### src/logic/zz_unused.sv
// Intentionally empty; all logic lives in the data path file
`timescale 1ns/1ns

### src/logic/cpl_pkg.sv
// Shared constants and types for the cable link data path
package cpl_pkg;
  // Clock rate of mclk in MHz
  localparam int CLK_MHZ = 20;
  // Link power status timing, in ns
  localparam int LPS_RST_NS = 2600;
  localparam int LPS_OFF_NS = 26000;
  // Least times round up to whole cycles
  localparam int LPS_RST_CYC = (LPS_RST_NS * CLK_MHZ + 999) / 1000;
  localparam int LPS_OFF_CYC = (LPS_OFF_NS * CLK_MHZ + 999) / 1000;
  localparam int LPS_CNT_W = 10;
  localparam logic [LPS_CNT_W-1:0] LPS_RST_LIM = LPS_CNT_W'(LPS_RST_CYC);
  localparam logic [LPS_CNT_W-1:0] LPS_OFF_LIM = LPS_CNT_W'(LPS_OFF_CYC);
  // Data path widths
  localparam int DATA_W = 8;
  localparam int FIFO_DEPTH = 8;
  localparam int SPD_W = 2;
  // Bits per link word at each speed
  localparam logic [3:0] BITS_S100 = 4'h2;
  localparam logic [3:0] BITS_S200 = 4'h4;
  localparam logic [3:0] BITS_S400 = 4'h8;
  // mclk cycles per line bit at each speed, ratio 4:2:1
  localparam logic [4:0] DIV_S100 = 5'h10;
  localparam logic [4:0] DIV_S200 = 5'h08;
  localparam logic [4:0] DIV_S400 = 5'h04;
  // Speed codes
  typedef enum logic [1:0] {
    SPD_S100 = 2'b00,
    SPD_S200 = 2'b01,
    SPD_S400 = 2'b10
  } cpl_speed_t;
  // Transmit sequencer
  typedef enum logic [0:0] {
    TX_IDLE = 1'b0,
    TX_SHIFT = 1'b1
  } cpl_txst_t;
endpackage

### src/logic/cpl_link_datapath.sv
// Cable link data path: serializer, deserializer, line sensing, link control
`timescale 1ns/1ns

// Pin input filter: three flops, a change counts once stages two and three agree
module cpl_sync3 #(
  parameter int W = 1,
  parameter logic [W-1:0] INIT = '0
) (
  // Clock and reset
  input wire logic mclk,
  input wire logic nrst,
  // Data
  input wire logic [W-1:0] din,
  output logic [W-1:0] dout
);
  logic [W-1:0] s1Q;
  logic [W-1:0] s2Q;
  logic [W-1:0] s3Q;
  logic [W-1:0] agree;

  assign agree = ~(s2Q ^ s3Q);

  always_ff @(posedge mclk or negedge nrst) begin
    if (!nrst) begin
      s1Q <= INIT;
      s2Q <= INIT;
      s3Q <= INIT;
    end else begin
      s1Q <= din;
      s2Q <= s1Q;
      s3Q <= s2Q;
    end
  end

  always_ff @(posedge mclk or negedge nrst) begin
    if (!nrst) begin
      dout <= INIT;
    end else begin
      dout <= (dout & ~agree) | (s3Q & agree);
    end
  end
endmodule

// Synchronous FIFO with valid and ready on both sides
module cpl_fifo #(
  parameter int W = 8,
  parameter int DEPTH = 8
) (
  // Clock and reset
  input wire logic mclk,
  input wire logic nrst,
  // Fill side
  input wire logic inValid,
  output logic inReady,
  input wire logic [W-1:0] inData,
  // Drain side
  output logic outValid,
  input wire logic outReady,
  output logic [W-1:0] outData,
  // Fill level
  output logic [$clog2(DEPTH):0] level
);
  localparam int AW = $clog2(DEPTH);
  logic [W-1:0] mem [DEPTH];
  logic [AW-1:0] wrPtrQ;
  logic [AW-1:0] rdPtrQ;
  logic [AW:0] countQ;
  logic push;
  logic pop;

  assign inReady = countQ != (AW+1)'(DEPTH);
  assign outValid = countQ != '0;
  assign outData = mem[rdPtrQ];
  assign level = countQ;
  assign push = inValid && inReady;
  assign pop = outValid && outReady;

  always_ff @(posedge mclk) begin
    if (push) begin
      mem[wrPtrQ] <= inData;
    end
  end

  always_ff @(posedge mclk or negedge nrst) begin
    if (!nrst) begin
      wrPtrQ <= '0;
      rdPtrQ <= '0;
      countQ <= '0;
    end else begin
      if (push) begin
        wrPtrQ <= wrPtrQ + 1'b1;
      end
      if (pop) begin
        rdPtrQ <= rdPtrQ + 1'b1;
      end
      if (push && !pop) begin
        countQ <= countQ + 1'b1;
      end else if (pop && !push) begin
        countQ <= countQ - 1'b1;
      end
    end
  end
endmodule

// Notes on behaviour
// - Link words of 2, 4 or 8 bits, chosen by speed, taken on mclk.
// - Latched bits are serialized and data-strobe encoded at S100, S200 or S400.
// - While sending, data drives pair B and strobe drives pair A.
// - During reception both transmitters are off and the receivers are on.
// - Received data comes from pair A, strobe from pair B, decoded to bits.
// - Received bits form 2-, 4- or 8-bit words, retimed, handed to the link.
// - A reference from the PLL is divided down to make the bit timing.
// - A system clock at half the mclk rate goes out to the link; received data is retimed on mclk.
// - Power-down high halts the PLL and every clock derived from it.
// - Isolation select low turns received data and valid into change pulses for a barrier.
// - Comparator outputs on both pairs give the arbitration status.
// - Common-mode on pair A during arbitration selects the next packet speed.
// - Bias sensed on pair B marks an active remote connection.
// - Power status low 2.6 us resets link outputs; after 26 us the clock stops.
module cpl_link_datapath (
  // Clock and reset
  input wire logic mclk,
  input wire logic nrst,
  // Device pins
  input wire logic power_down_pin,
  input wire logic isoSelN,
  input wire logic linkPowerStatus,
  // Link transmit side
  input wire logic [cpl_pkg::DATA_W-1:0] txData,
  input wire logic [cpl_pkg::SPD_W-1:0] txSpeed,
  input wire logic txValid,
  output logic txReady,
  // Link receive side
  output logic [cpl_pkg::DATA_W-1:0] rxData,
  output logic rxValid,
  output logic [cpl_pkg::SPD_W-1:0] rxSpeed,
  output logic sysClkOut,
  // Arbitration logic, same clock
  input wire logic arbRxGrant,
  input wire logic arbActive,
  // Cable line, transmit
  output logic tpbDataOut,
  output logic tpaStrobeOut,
  output logic lineDriveEn,
  output logic lineRecvEn,
  // Cable line, receive and sense
  input wire logic tpaDataIn,
  input wire logic tpbStrobeIn,
  input wire logic [1:0] compA,
  input wire logic [1:0] compB,
  input wire logic [cpl_pkg::SPD_W-1:0] cmSpeedA,
  input wire logic biasDetB,
  // Line status
  output logic [3:0] arbStatus,
  output logic remoteConnected
);
  // Width and bit period per speed
  function automatic logic [3:0] bitsFor(input logic [1:0] spd);
    unique case (spd)
      cpl_pkg::SPD_S100: bitsFor = cpl_pkg::BITS_S100;
      cpl_pkg::SPD_S200: bitsFor = cpl_pkg::BITS_S200;
      default: bitsFor = cpl_pkg::BITS_S400;
    endcase
  endfunction

  function automatic logic [4:0] divFor(input logic [1:0] spd);
    unique case (spd)
      cpl_pkg::SPD_S100: divFor = cpl_pkg::DIV_S100;
      cpl_pkg::SPD_S200: divFor = cpl_pkg::DIV_S200;
      default: divFor = cpl_pkg::DIV_S400;
    endcase
  endfunction

  // Pin filters
  logic pwrDnS;
  logic isoNS;
  logic lpsS;
  logic aDataS;
  logic bStrobeS;
  logic [3:0] compS;
  logic [1:0] cmSpdS;
  logic biasS;

  cpl_sync3 #(.W(3), .INIT(3'h2)) uCtlSync (
    .mclk(mclk),
    .nrst(nrst),
    .din({power_down_pin, isoSelN, linkPowerStatus}),
    .dout({pwrDnS, isoNS, lpsS})
  );

  cpl_sync3 #(.W(9), .INIT(9'h000)) uLineSync (
    .mclk(mclk),
    .nrst(nrst),
    .din({tpaDataIn, tpbStrobeIn, compA, compB, cmSpeedA, biasDetB}),
    .dout({aDataS, bStrobeS, compS, cmSpdS, biasS})
  );

  logic pllRunQ;
  always_ff @(posedge mclk or negedge nrst) begin
    if (!nrst) begin
      pllRunQ <= 1'b0;
    end else begin
      pllRunQ <= !pwrDnS;
    end
  end

  logic [cpl_pkg::LPS_CNT_W-1:0] lpsLowQ;
  logic linkReset;
  logic linkOff;
  always_ff @(posedge mclk or negedge nrst) begin
    if (!nrst) begin
      lpsLowQ <= cpl_pkg::LPS_OFF_LIM;
    end else if (lpsS) begin
      lpsLowQ <= '0;
    end else if (lpsLowQ != cpl_pkg::LPS_OFF_LIM) begin
      lpsLowQ <= lpsLowQ + 1'b1;
    end
  end
  // Strictly longer than the limit counts as inactive
  assign linkReset = lpsLowQ > cpl_pkg::LPS_RST_LIM;
  assign linkOff = lpsLowQ == cpl_pkg::LPS_OFF_LIM;

  // System clock out, held low when halted or link disabled
  always_ff @(posedge mclk or negedge nrst) begin
    if (!nrst) begin
      sysClkOut <= 1'b0;
    end else if (pllRunQ && !linkOff) begin
      sysClkOut <= !sysClkOut;
    end else begin
      sysClkOut <= 1'b0;
    end
  end

  // Transmit FIFO; the slow serializer back-pressures the link
  logic [cpl_pkg::DATA_W+cpl_pkg::SPD_W-1:0] fifoOut;
  logic fifoOutValid;
  logic fifoOutReady;
  logic [3:0] fifoLevel;

  cpl_fifo #(.W(cpl_pkg::DATA_W + cpl_pkg::SPD_W), .DEPTH(cpl_pkg::FIFO_DEPTH)) uTxFifo (
    .mclk(mclk),
    .nrst(nrst),
    .inValid(txValid && txReady),
    .inReady(),
    .inData({txSpeed, txData}),
    .outValid(fifoOutValid),
    .outReady(fifoOutReady),
    .outData(fifoOut),
    .level(fifoLevel)
  );

  // Take words only while link is up; ready lags a cycle, so keep two free
  always_ff @(posedge mclk or negedge nrst) begin
    if (!nrst) begin
      txReady <= 1'b0;
    end else begin
      txReady <= !linkReset && (fifoLevel < 4'(cpl_pkg::FIFO_DEPTH - 1));
    end
  end

  // Transmit serializer
  cpl_pkg::cpl_txst_t txStQ;
  logic [7:0] txShQ;
  logic [3:0] txLeftQ;
  logic [4:0] txTimerQ;
  logic [4:0] txDivQ;
  logic [1:0] txSpd;
  logic [3:0] txBits;

  assign txSpd = fifoOut[cpl_pkg::DATA_W +: cpl_pkg::SPD_W];
  assign txBits = bitsFor(txSpd);
  // Reception takes the line, so nothing new starts then
  assign fifoOutReady = (txStQ == cpl_pkg::TX_IDLE) && pllRunQ && !arbRxGrant;

  always_ff @(posedge mclk or negedge nrst) begin
    if (!nrst) begin
      txStQ <= cpl_pkg::TX_IDLE;
      txShQ <= 8'h00;
      txLeftQ <= 4'h0;
      txTimerQ <= 5'h00;
      txDivQ <= cpl_pkg::DIV_S400;
      tpbDataOut <= 1'b0;
      tpaStrobeOut <= 1'b0;
    end else begin
      unique case (txStQ)
        cpl_pkg::TX_IDLE: begin
          if (fifoOutValid && fifoOutReady) begin
            // Left-align so the first bit sits at the top
            txShQ <= fifoOut[7:0] << (4'h8 - txBits);
            txLeftQ <= txBits;
            txDivQ <= divFor(txSpd);
            txTimerQ <= 5'h00;
            txStQ <= cpl_pkg::TX_SHIFT;
          end
        end
        cpl_pkg::TX_SHIFT: begin
          // Bit timing from divided reference; frozen while halted
          if (pllRunQ && txTimerQ != 5'h00) begin
            txTimerQ <= txTimerQ - 1'b1;
          end else if (pllRunQ) begin
            txTimerQ <= txDivQ - 1'b1;
            if (txLeftQ == 4'h0) begin
              txStQ <= cpl_pkg::TX_IDLE;
            end else begin
              // Data on pair B, strobe on pair A
              tpbDataOut <= txShQ[7];
              tpaStrobeOut <= tpaStrobeOut ^ !(txShQ[7] ^ tpbDataOut);
              txShQ <= {txShQ[6:0], 1'b0};
              txLeftQ <= txLeftQ - 1'b1;
            end
          end
        end
      endcase
    end
  end

  // Drivers off, receivers on during reception
  always_ff @(posedge mclk or negedge nrst) begin
    if (!nrst) begin
      lineDriveEn <= 1'b0;
      lineRecvEn <= 1'b0;
    end else begin
      lineDriveEn <= (txStQ == cpl_pkg::TX_SHIFT) && !arbRxGrant && pllRunQ;
      lineRecvEn <= arbRxGrant && pllRunQ;
    end
  end

  logic [1:0] peerSpdQ;
  always_ff @(posedge mclk or negedge nrst) begin
    if (!nrst) begin
      peerSpdQ <= cpl_pkg::SPD_S100;
    end else if (arbActive) begin
      peerSpdQ <= cmSpdS;
    end
  end

  // Data-strobe decode; each phase change carries one bit
  logic phasePrevQ;
  logic phase;
  logic newBit;
  logic [7:0] rxShQ;
  logic [3:0] rxCntQ;
  logic [7:0] rxWordQ;
  logic rxDoneQ;

  assign phase = aDataS ^ bStrobeS;
  assign newBit = lineRecvEn && (phase != phasePrevQ);

  always_ff @(posedge mclk or negedge nrst) begin
    if (!nrst) begin
      phasePrevQ <= 1'b0;
    end else begin
      phasePrevQ <= phase;
    end
  end

  always_ff @(posedge mclk or negedge nrst) begin
    if (!nrst) begin
      rxShQ <= 8'h00;
      rxCntQ <= 4'h0;
      rxWordQ <= 8'h00;
      rxDoneQ <= 1'b0;
    end else begin
      rxDoneQ <= 1'b0;
      if (!lineRecvEn) begin
        rxCntQ <= 4'h0;
        rxShQ <= 8'h00;
      end else if (newBit) begin
        rxShQ <= {rxShQ[6:0], aDataS};
        if (rxCntQ + 1'b1 == bitsFor(peerSpdQ)) begin
          // Cleared per word so narrow words carry no stale upper bits
          rxWordQ <= {rxShQ[6:0], aDataS};
          rxShQ <= 8'h00;
          rxDoneQ <= 1'b1;
          rxCntQ <= 4'h0;
        end else begin
          rxCntQ <= rxCntQ + 1'b1;
        end
      end
    end
  end

  // Received data and valid to the link held low while link is reset
  logic [8:0] lvlQ;
  logic [8:0] lvlDlyQ;
  always_ff @(posedge mclk or negedge nrst) begin
    if (!nrst) begin
      lvlQ <= 9'h000;
      lvlDlyQ <= 9'h000;
    end else begin
      lvlDlyQ <= lvlQ;
      if (linkReset) begin
        lvlQ <= 9'h000;
      end else begin
        lvlQ <= {rxDoneQ, rxDoneQ ? rxWordQ : lvlQ[7:0]};
      end
    end
  end

  // Level or change-pulse output shaping; costs one cycle of latency
  always_ff @(posedge mclk or negedge nrst) begin
    if (!nrst) begin
      rxValid <= 1'b0;
      rxData <= 8'h00;
    end else if (isoNS) begin
      {rxValid, rxData} <= lvlQ;
    end else begin
      {rxValid, rxData} <= lvlQ ^ lvlDlyQ;
    end
  end

  always_ff @(posedge mclk or negedge nrst) begin
    if (!nrst) begin
      arbStatus <= 4'h0;
      remoteConnected <= 1'b0;
      rxSpeed <= cpl_pkg::SPD_S100;
    end else begin
      arbStatus <= compS;
      remoteConnected <= biasS;
      rxSpeed <= linkReset ? cpl_pkg::SPD_S100 : peerSpdQ;
    end
  end
endmodule

### config.mk
export PLATFORM = sky130hd
export DESIGN_NAME = cpl_link_datapath
export DESIGN_NICKNAME = d
export VERILOG_FILES = /design/src/logic/zz_unused.sv /design/src/logic/cpl_pkg.sv /design/src/logic/cpl_link_datapath.sv
export SDC_FILE = /design/constraint.sdc
export NUM_CORES = 1
export LEC_CHECK = 0
export ABC_AREA = 1
export BUFFER_PORTS_ARGS = -buffer_cell sky130_fd_sc_hd__buf_2
export CORE_ASPECT_RATIO = 0.6
export CORE_MARGIN = 1.5
export CORE_UTILIZATION = 55
export CTS_CLUSTER_DIAMETER = 40
export DETAILED_ROUTE_END_ITERATION = 8
export PLACE_DENSITY = 0.76
export SYNTH_ARGS = -nofsm -noshare
export SYNTH_HDL_FRONTEND = slang
export SYNTH_SLANG_ARGS = --single-unit
### constraint.sdc
create_clock -name mclk -period 1.9 [get_ports mclk]
set_input_delay 0.095 -clock mclk [delete_from_list [all_inputs] [get_ports mclk]]
set_output_delay 0.095 -clock mclk [all_outputs]
set_load 0.02 [all_outputs]
==> flow_summary.yaml <==
worst_setup_path:
  critical_path.cell_chain: "nor2_4 -> nand2_2 -> nand3_4 -> ha_4 -> inv_4 -> ha_4 -> a21o_1 -> a21oi_2 -> nand2_1 -> nand2_1 -> nor2_1 -> xor2_1"
  reg2reg_to: "uTxFifo.level[3]$_DFFE_PN0P_"
  worst_ep_arrival_time_ns: 2.26
  worst-path-max-fanout: 3
  reg2reg_slack_ns: 0.02
  worst_endpoint_required_time_ns: 2.28
  critical_path.top_delay_family: "simple AND/OR/NAND/NOR gates"
  path_buf_inv: 1
  worst-path-stages: 12
  endpoint: "uTxFifo.level[3]$_DFFE_PN0P_"
  setup.worst_path.end_class: "flop"
  critPathSlowestCell: "sky130_fd_sc_hd__dfrtp_1"
  reg2reg_from: "uTxFifo.level[0]$_DFFE_PN0P_"
  timing.reg2reg.worst_path_depth: 12
  delay_contributed_by_the_slowest_stage_of_the_critical_path_ns: 0.42
  startpoint: "uTxFifo.level[0]$_DFFE_PN0P_"
  criticalPathCategory: "reg2reg"
  critical_path_start_type: "flop"
drt:
  routed-via-count: 6249
  wl_per_cell_um: 15.5
  detail_route.wirelength_mm: 18.8
  drtIter0Drc: 479
  drc: 0
  detailedRoute.firstPassIterationCount: 5
  route.detailed.vias_per_inst: 5.16
  drt.antenna.violating_nets: 0
placement:
  dpl_cell_area_sq_um: 10200
  final_weighted_congestion_in_routability_driven_placement: 0.832
  detailedPlacementHpwl_mm: 12.2
  io_buf_count: 48
die:
  core.rowCount: 36
  core_area_sq_um: 16400
  die_height_um: 104
  number_of_i_o_pins: 49
  die_x_um: 171
  die_area_sq_um: 17700
  start_util_pct: 56.8
hold_path:
  holdCritPathClass: "in2async"
yosys:
  synth-edff-count: 80
  synth.top_cells.by_area: "sky130_fd_sc_hd__dfrtp_1 (39%), sky130_fd_sc_hd__edfxtp_1 (26%), sky130_fd_sc_hd__nand2_1 (7.5%)"
  yosys_most_used_dff: "sky130_fd_sc_hd__dfrtp_1"
  ys_types: 47
  post_synth_inst_count: 836
  synth_top_area_cell: "sky130_fd_sc_hd__dfrtp_1"
  synthArstFlopShare_pct: 65.7
  synth-seq-area-share_pct: 67.0
  synth_fp_nets: 875
  postSynthRegisterBits: 233
  synth.top_cell.area_share_pct: 39.2
  synth.cell_area_sq_um: 9310
  synth-warning-count: 0
  synthesis.area_per_instance_sq_um: 11.1
layout:
  layout_stage_area_growth_over_the_synthesis_result_pct: 22.6
  most-common-layout-cells: "sky130_fd_sc_hd__nand2_1 (183), sky130_fd_sc_hd__dfrtp_1 (144), sky130_fd_sc_hd__inv_1 (84)"
  final_design_area_no_fill_sq_um: 11400
  finalNetCount: 1006
  commonest_non_fill_non_tap_cell_in_the_layout: "sky130_fd_sc_hd__nand2_1"
  post_route_cells_drive_above_1_share_pct: 21.2
  insertedDiodeCount: 0
cts:
  clockBufferDepth: 3
  clkLatencyLatePin_ns: 0.50
  clock-sinks: 233
  cts_tree: "done"
  clk_root_buffer_cell: "sky130_fd_sc_hd__clkbuf_16"
  numCtsBuffers: 22
  clk_pin_slew_worst_paths_ns: 0.06
  cts_htree_levels: 1
power:
  total_power_mw: 15.7
  fraction_of_power_consumed_by_sequential_logic_pct: 39.6
  cellInternalPower_mw: 10.5
  switching_share_pct: 32.9
  ir_worst_vdd_mv: 0.605
  power_frac_comb_pct: 31.3
  total_leakage_power_nw: 5.14
  power_density_nw_per_um2: 1370
  share_clk_of_total_power_pct: 29.0
  net_switching_power_mw: 5.15
timing:
  setup_viol: 0
  slew_violations: 0
  clock-skew-final_ns: 0.0112
  tightestPinTransition_ns: 0.518
  hold_violations: 0
  total_negative_slack_for_setup_checks_ns: 0
  layout_min_cycle_time_ns: 1.88
  timing_limited_maximum_frequency_mhz: 533
  grt_setup_unrepaired: "yes"
  fin_crit_sh_pct: 98.8
  whs_ns: 0.112
  slew-limit-headroom_pct: 65.4
global_routing:
  largest_net_degree_at_the_start_of_global_routing: 56
  antenna_found_initial: 0
  grtUsageTotal_pct: 21.6
  first_global_vias: 6061
  globalRoute.totalOverflow: 0
  grt_pass1_wl_mm: 30.4
flow_run:
  timing.max_cap.violations: 0
status:
  outcome: "complete, no violations"
## sequential cells by signal, indices dropped and copies added, names as in the netlist, 5 cells and up, named ones only
register       flops
rxShQ              7
uTxFifo.mem       80
uLineSync.s3Q      9
uLineSync.s2Q      9
uLineSync.s1Q      9
txTimerQ           5
lvlDlyQ            9
lpsLowQ           10
txShQ              8
lvlQ               9
rxData             8
rxWordQ            8
## through the flow
step	util, %	cells	worst slack (ns)
after floorplan	-	836	-0.0564
after global placement	61.9	1136	0.0140
after detailed placement	61.9	1136	-0.0219
after CTS	68.3	1204	0.00319
after global routing	69.6	1211	-0.0815
final	69.6	1211	0.0230
## timing repair
action	in CTS	in global routing
pin swaps	2	18
hold buffers	25	0
gates resized for setup	5	38
setup endpoints to repair	15	69
gates cloned	1	3
buffers inserted	2	5
endpoints found under the hold margin	245	0
## synth_stat cells, types with 4 or more instances
cell type and count:
sky130_fd_sc_hd__buf_2 8, sky130_fd_sc_hd__inv_1 88, sky130_fd_sc_hd__nor3_1 8, sky130_fd_sc_hd__buf_6 6
sky130_fd_sc_hd__nand2_1 186, sky130_fd_sc_hd__a21oi_1 9, sky130_fd_sc_hd__dfrtp_1 146, sky130_fd_sc_hd__xnor2_1 6
sky130_fd_sc_hd__nand3_2 5, sky130_fd_sc_hd__o22ai_1 7, sky130_fd_sc_hd__dfstp_2 7, sky130_fd_sc_hd__nand2_2 5
sky130_fd_sc_hd__o21ai_2 7, sky130_fd_sc_hd__o21ai_0 55, sky130_fd_sc_hd__edfxtp_1 80, sky130_fd_sc_hd__xor2_1 18
sky130_fd_sc_hd__maj3_1 12, sky130_fd_sc_hd__nor2_1 60, sky130_fd_sc_hd__nand3_1 65, sky130_fd_sc_hd__inv_2 4
sky130_fd_sc_hd__ha_1 11
## power groups by stage
stage,combinational [mW],clock [mW],sequential (mW)
global placement,4.18,0,6.24
global route,5.43,4.85,6.27
floorplan,2.88,0,6.28
detailed placement,4.25,0,6.26
finish,4.91,4.55,6.20
CTS,4.41,4.64,6.18
## logic make-up (layout without fill, tap and decap cells)
family,count (synthesis),count (layout),synth area share [%]
flops,233,233,67.0
mux,1,1,0.121
compound gates,94,94,5.89
buf+inv,114,261,5.31
simple gates,344,344,16.1
fa+ha+maj,24,24,2.98
xor+xnor,26,26,2.61
## how the worst min path moves through the flow
| stage | start | end | slack [ns] | cells after the start |
|---|---|---|---|---|
| 2_1_floorplan | nrst | asynchronous set/reset pin | -0.20 | 0 |
| 3_3_place_gp | nrst | uLineSync.s1Q[4]$_DFF_PN0_ | 0.09 | 1 |
| 3_5_place_dp | nrst | uLineSync.s1Q[4]$_DFF_PN0_ | 0.08 | 1 |
| 4_1_cts | nrst | uLineSync.s1Q[4]$_DFF_PN0_ | 0.13 | 2 |
| 5_1_grt | nrst | lvlDlyQ[3]$_DFF_PN0_ | 0.16 | 2 |
| 6_report | nrst | uLineSync.s1Q[4]$_DFF_PN0_ | 0.11 | 2 |
## area by class of cell
cell class,count,area [sq um]
Clock inverter,5,82.6
Timing Repair inverter,1,7.51
Sequential cell,233,6240
Inverter,94,363
Timing Repair Buffer,126,1020
Tap cell,228,285
Multi-Input combinational cell,489,2730
Fill cell,1178,4990
Clock buffer,35,683
## per-layer routing
| layer | vias to the layer above | track usage (%) | wire length, um |
|---|---|---|---|
| met2 | 197 | 30.2 | 7990 |
| met4 | 0 | 5.01 | 282 |
| li1 | 3009 | - | - |
| met3 | 31 | 4.36 | 1410 |
| met1 | 3012 | 34.6 | 9100 |
| met5 | - | 0 | 0 |
Power figures use the tool's default switching activity.
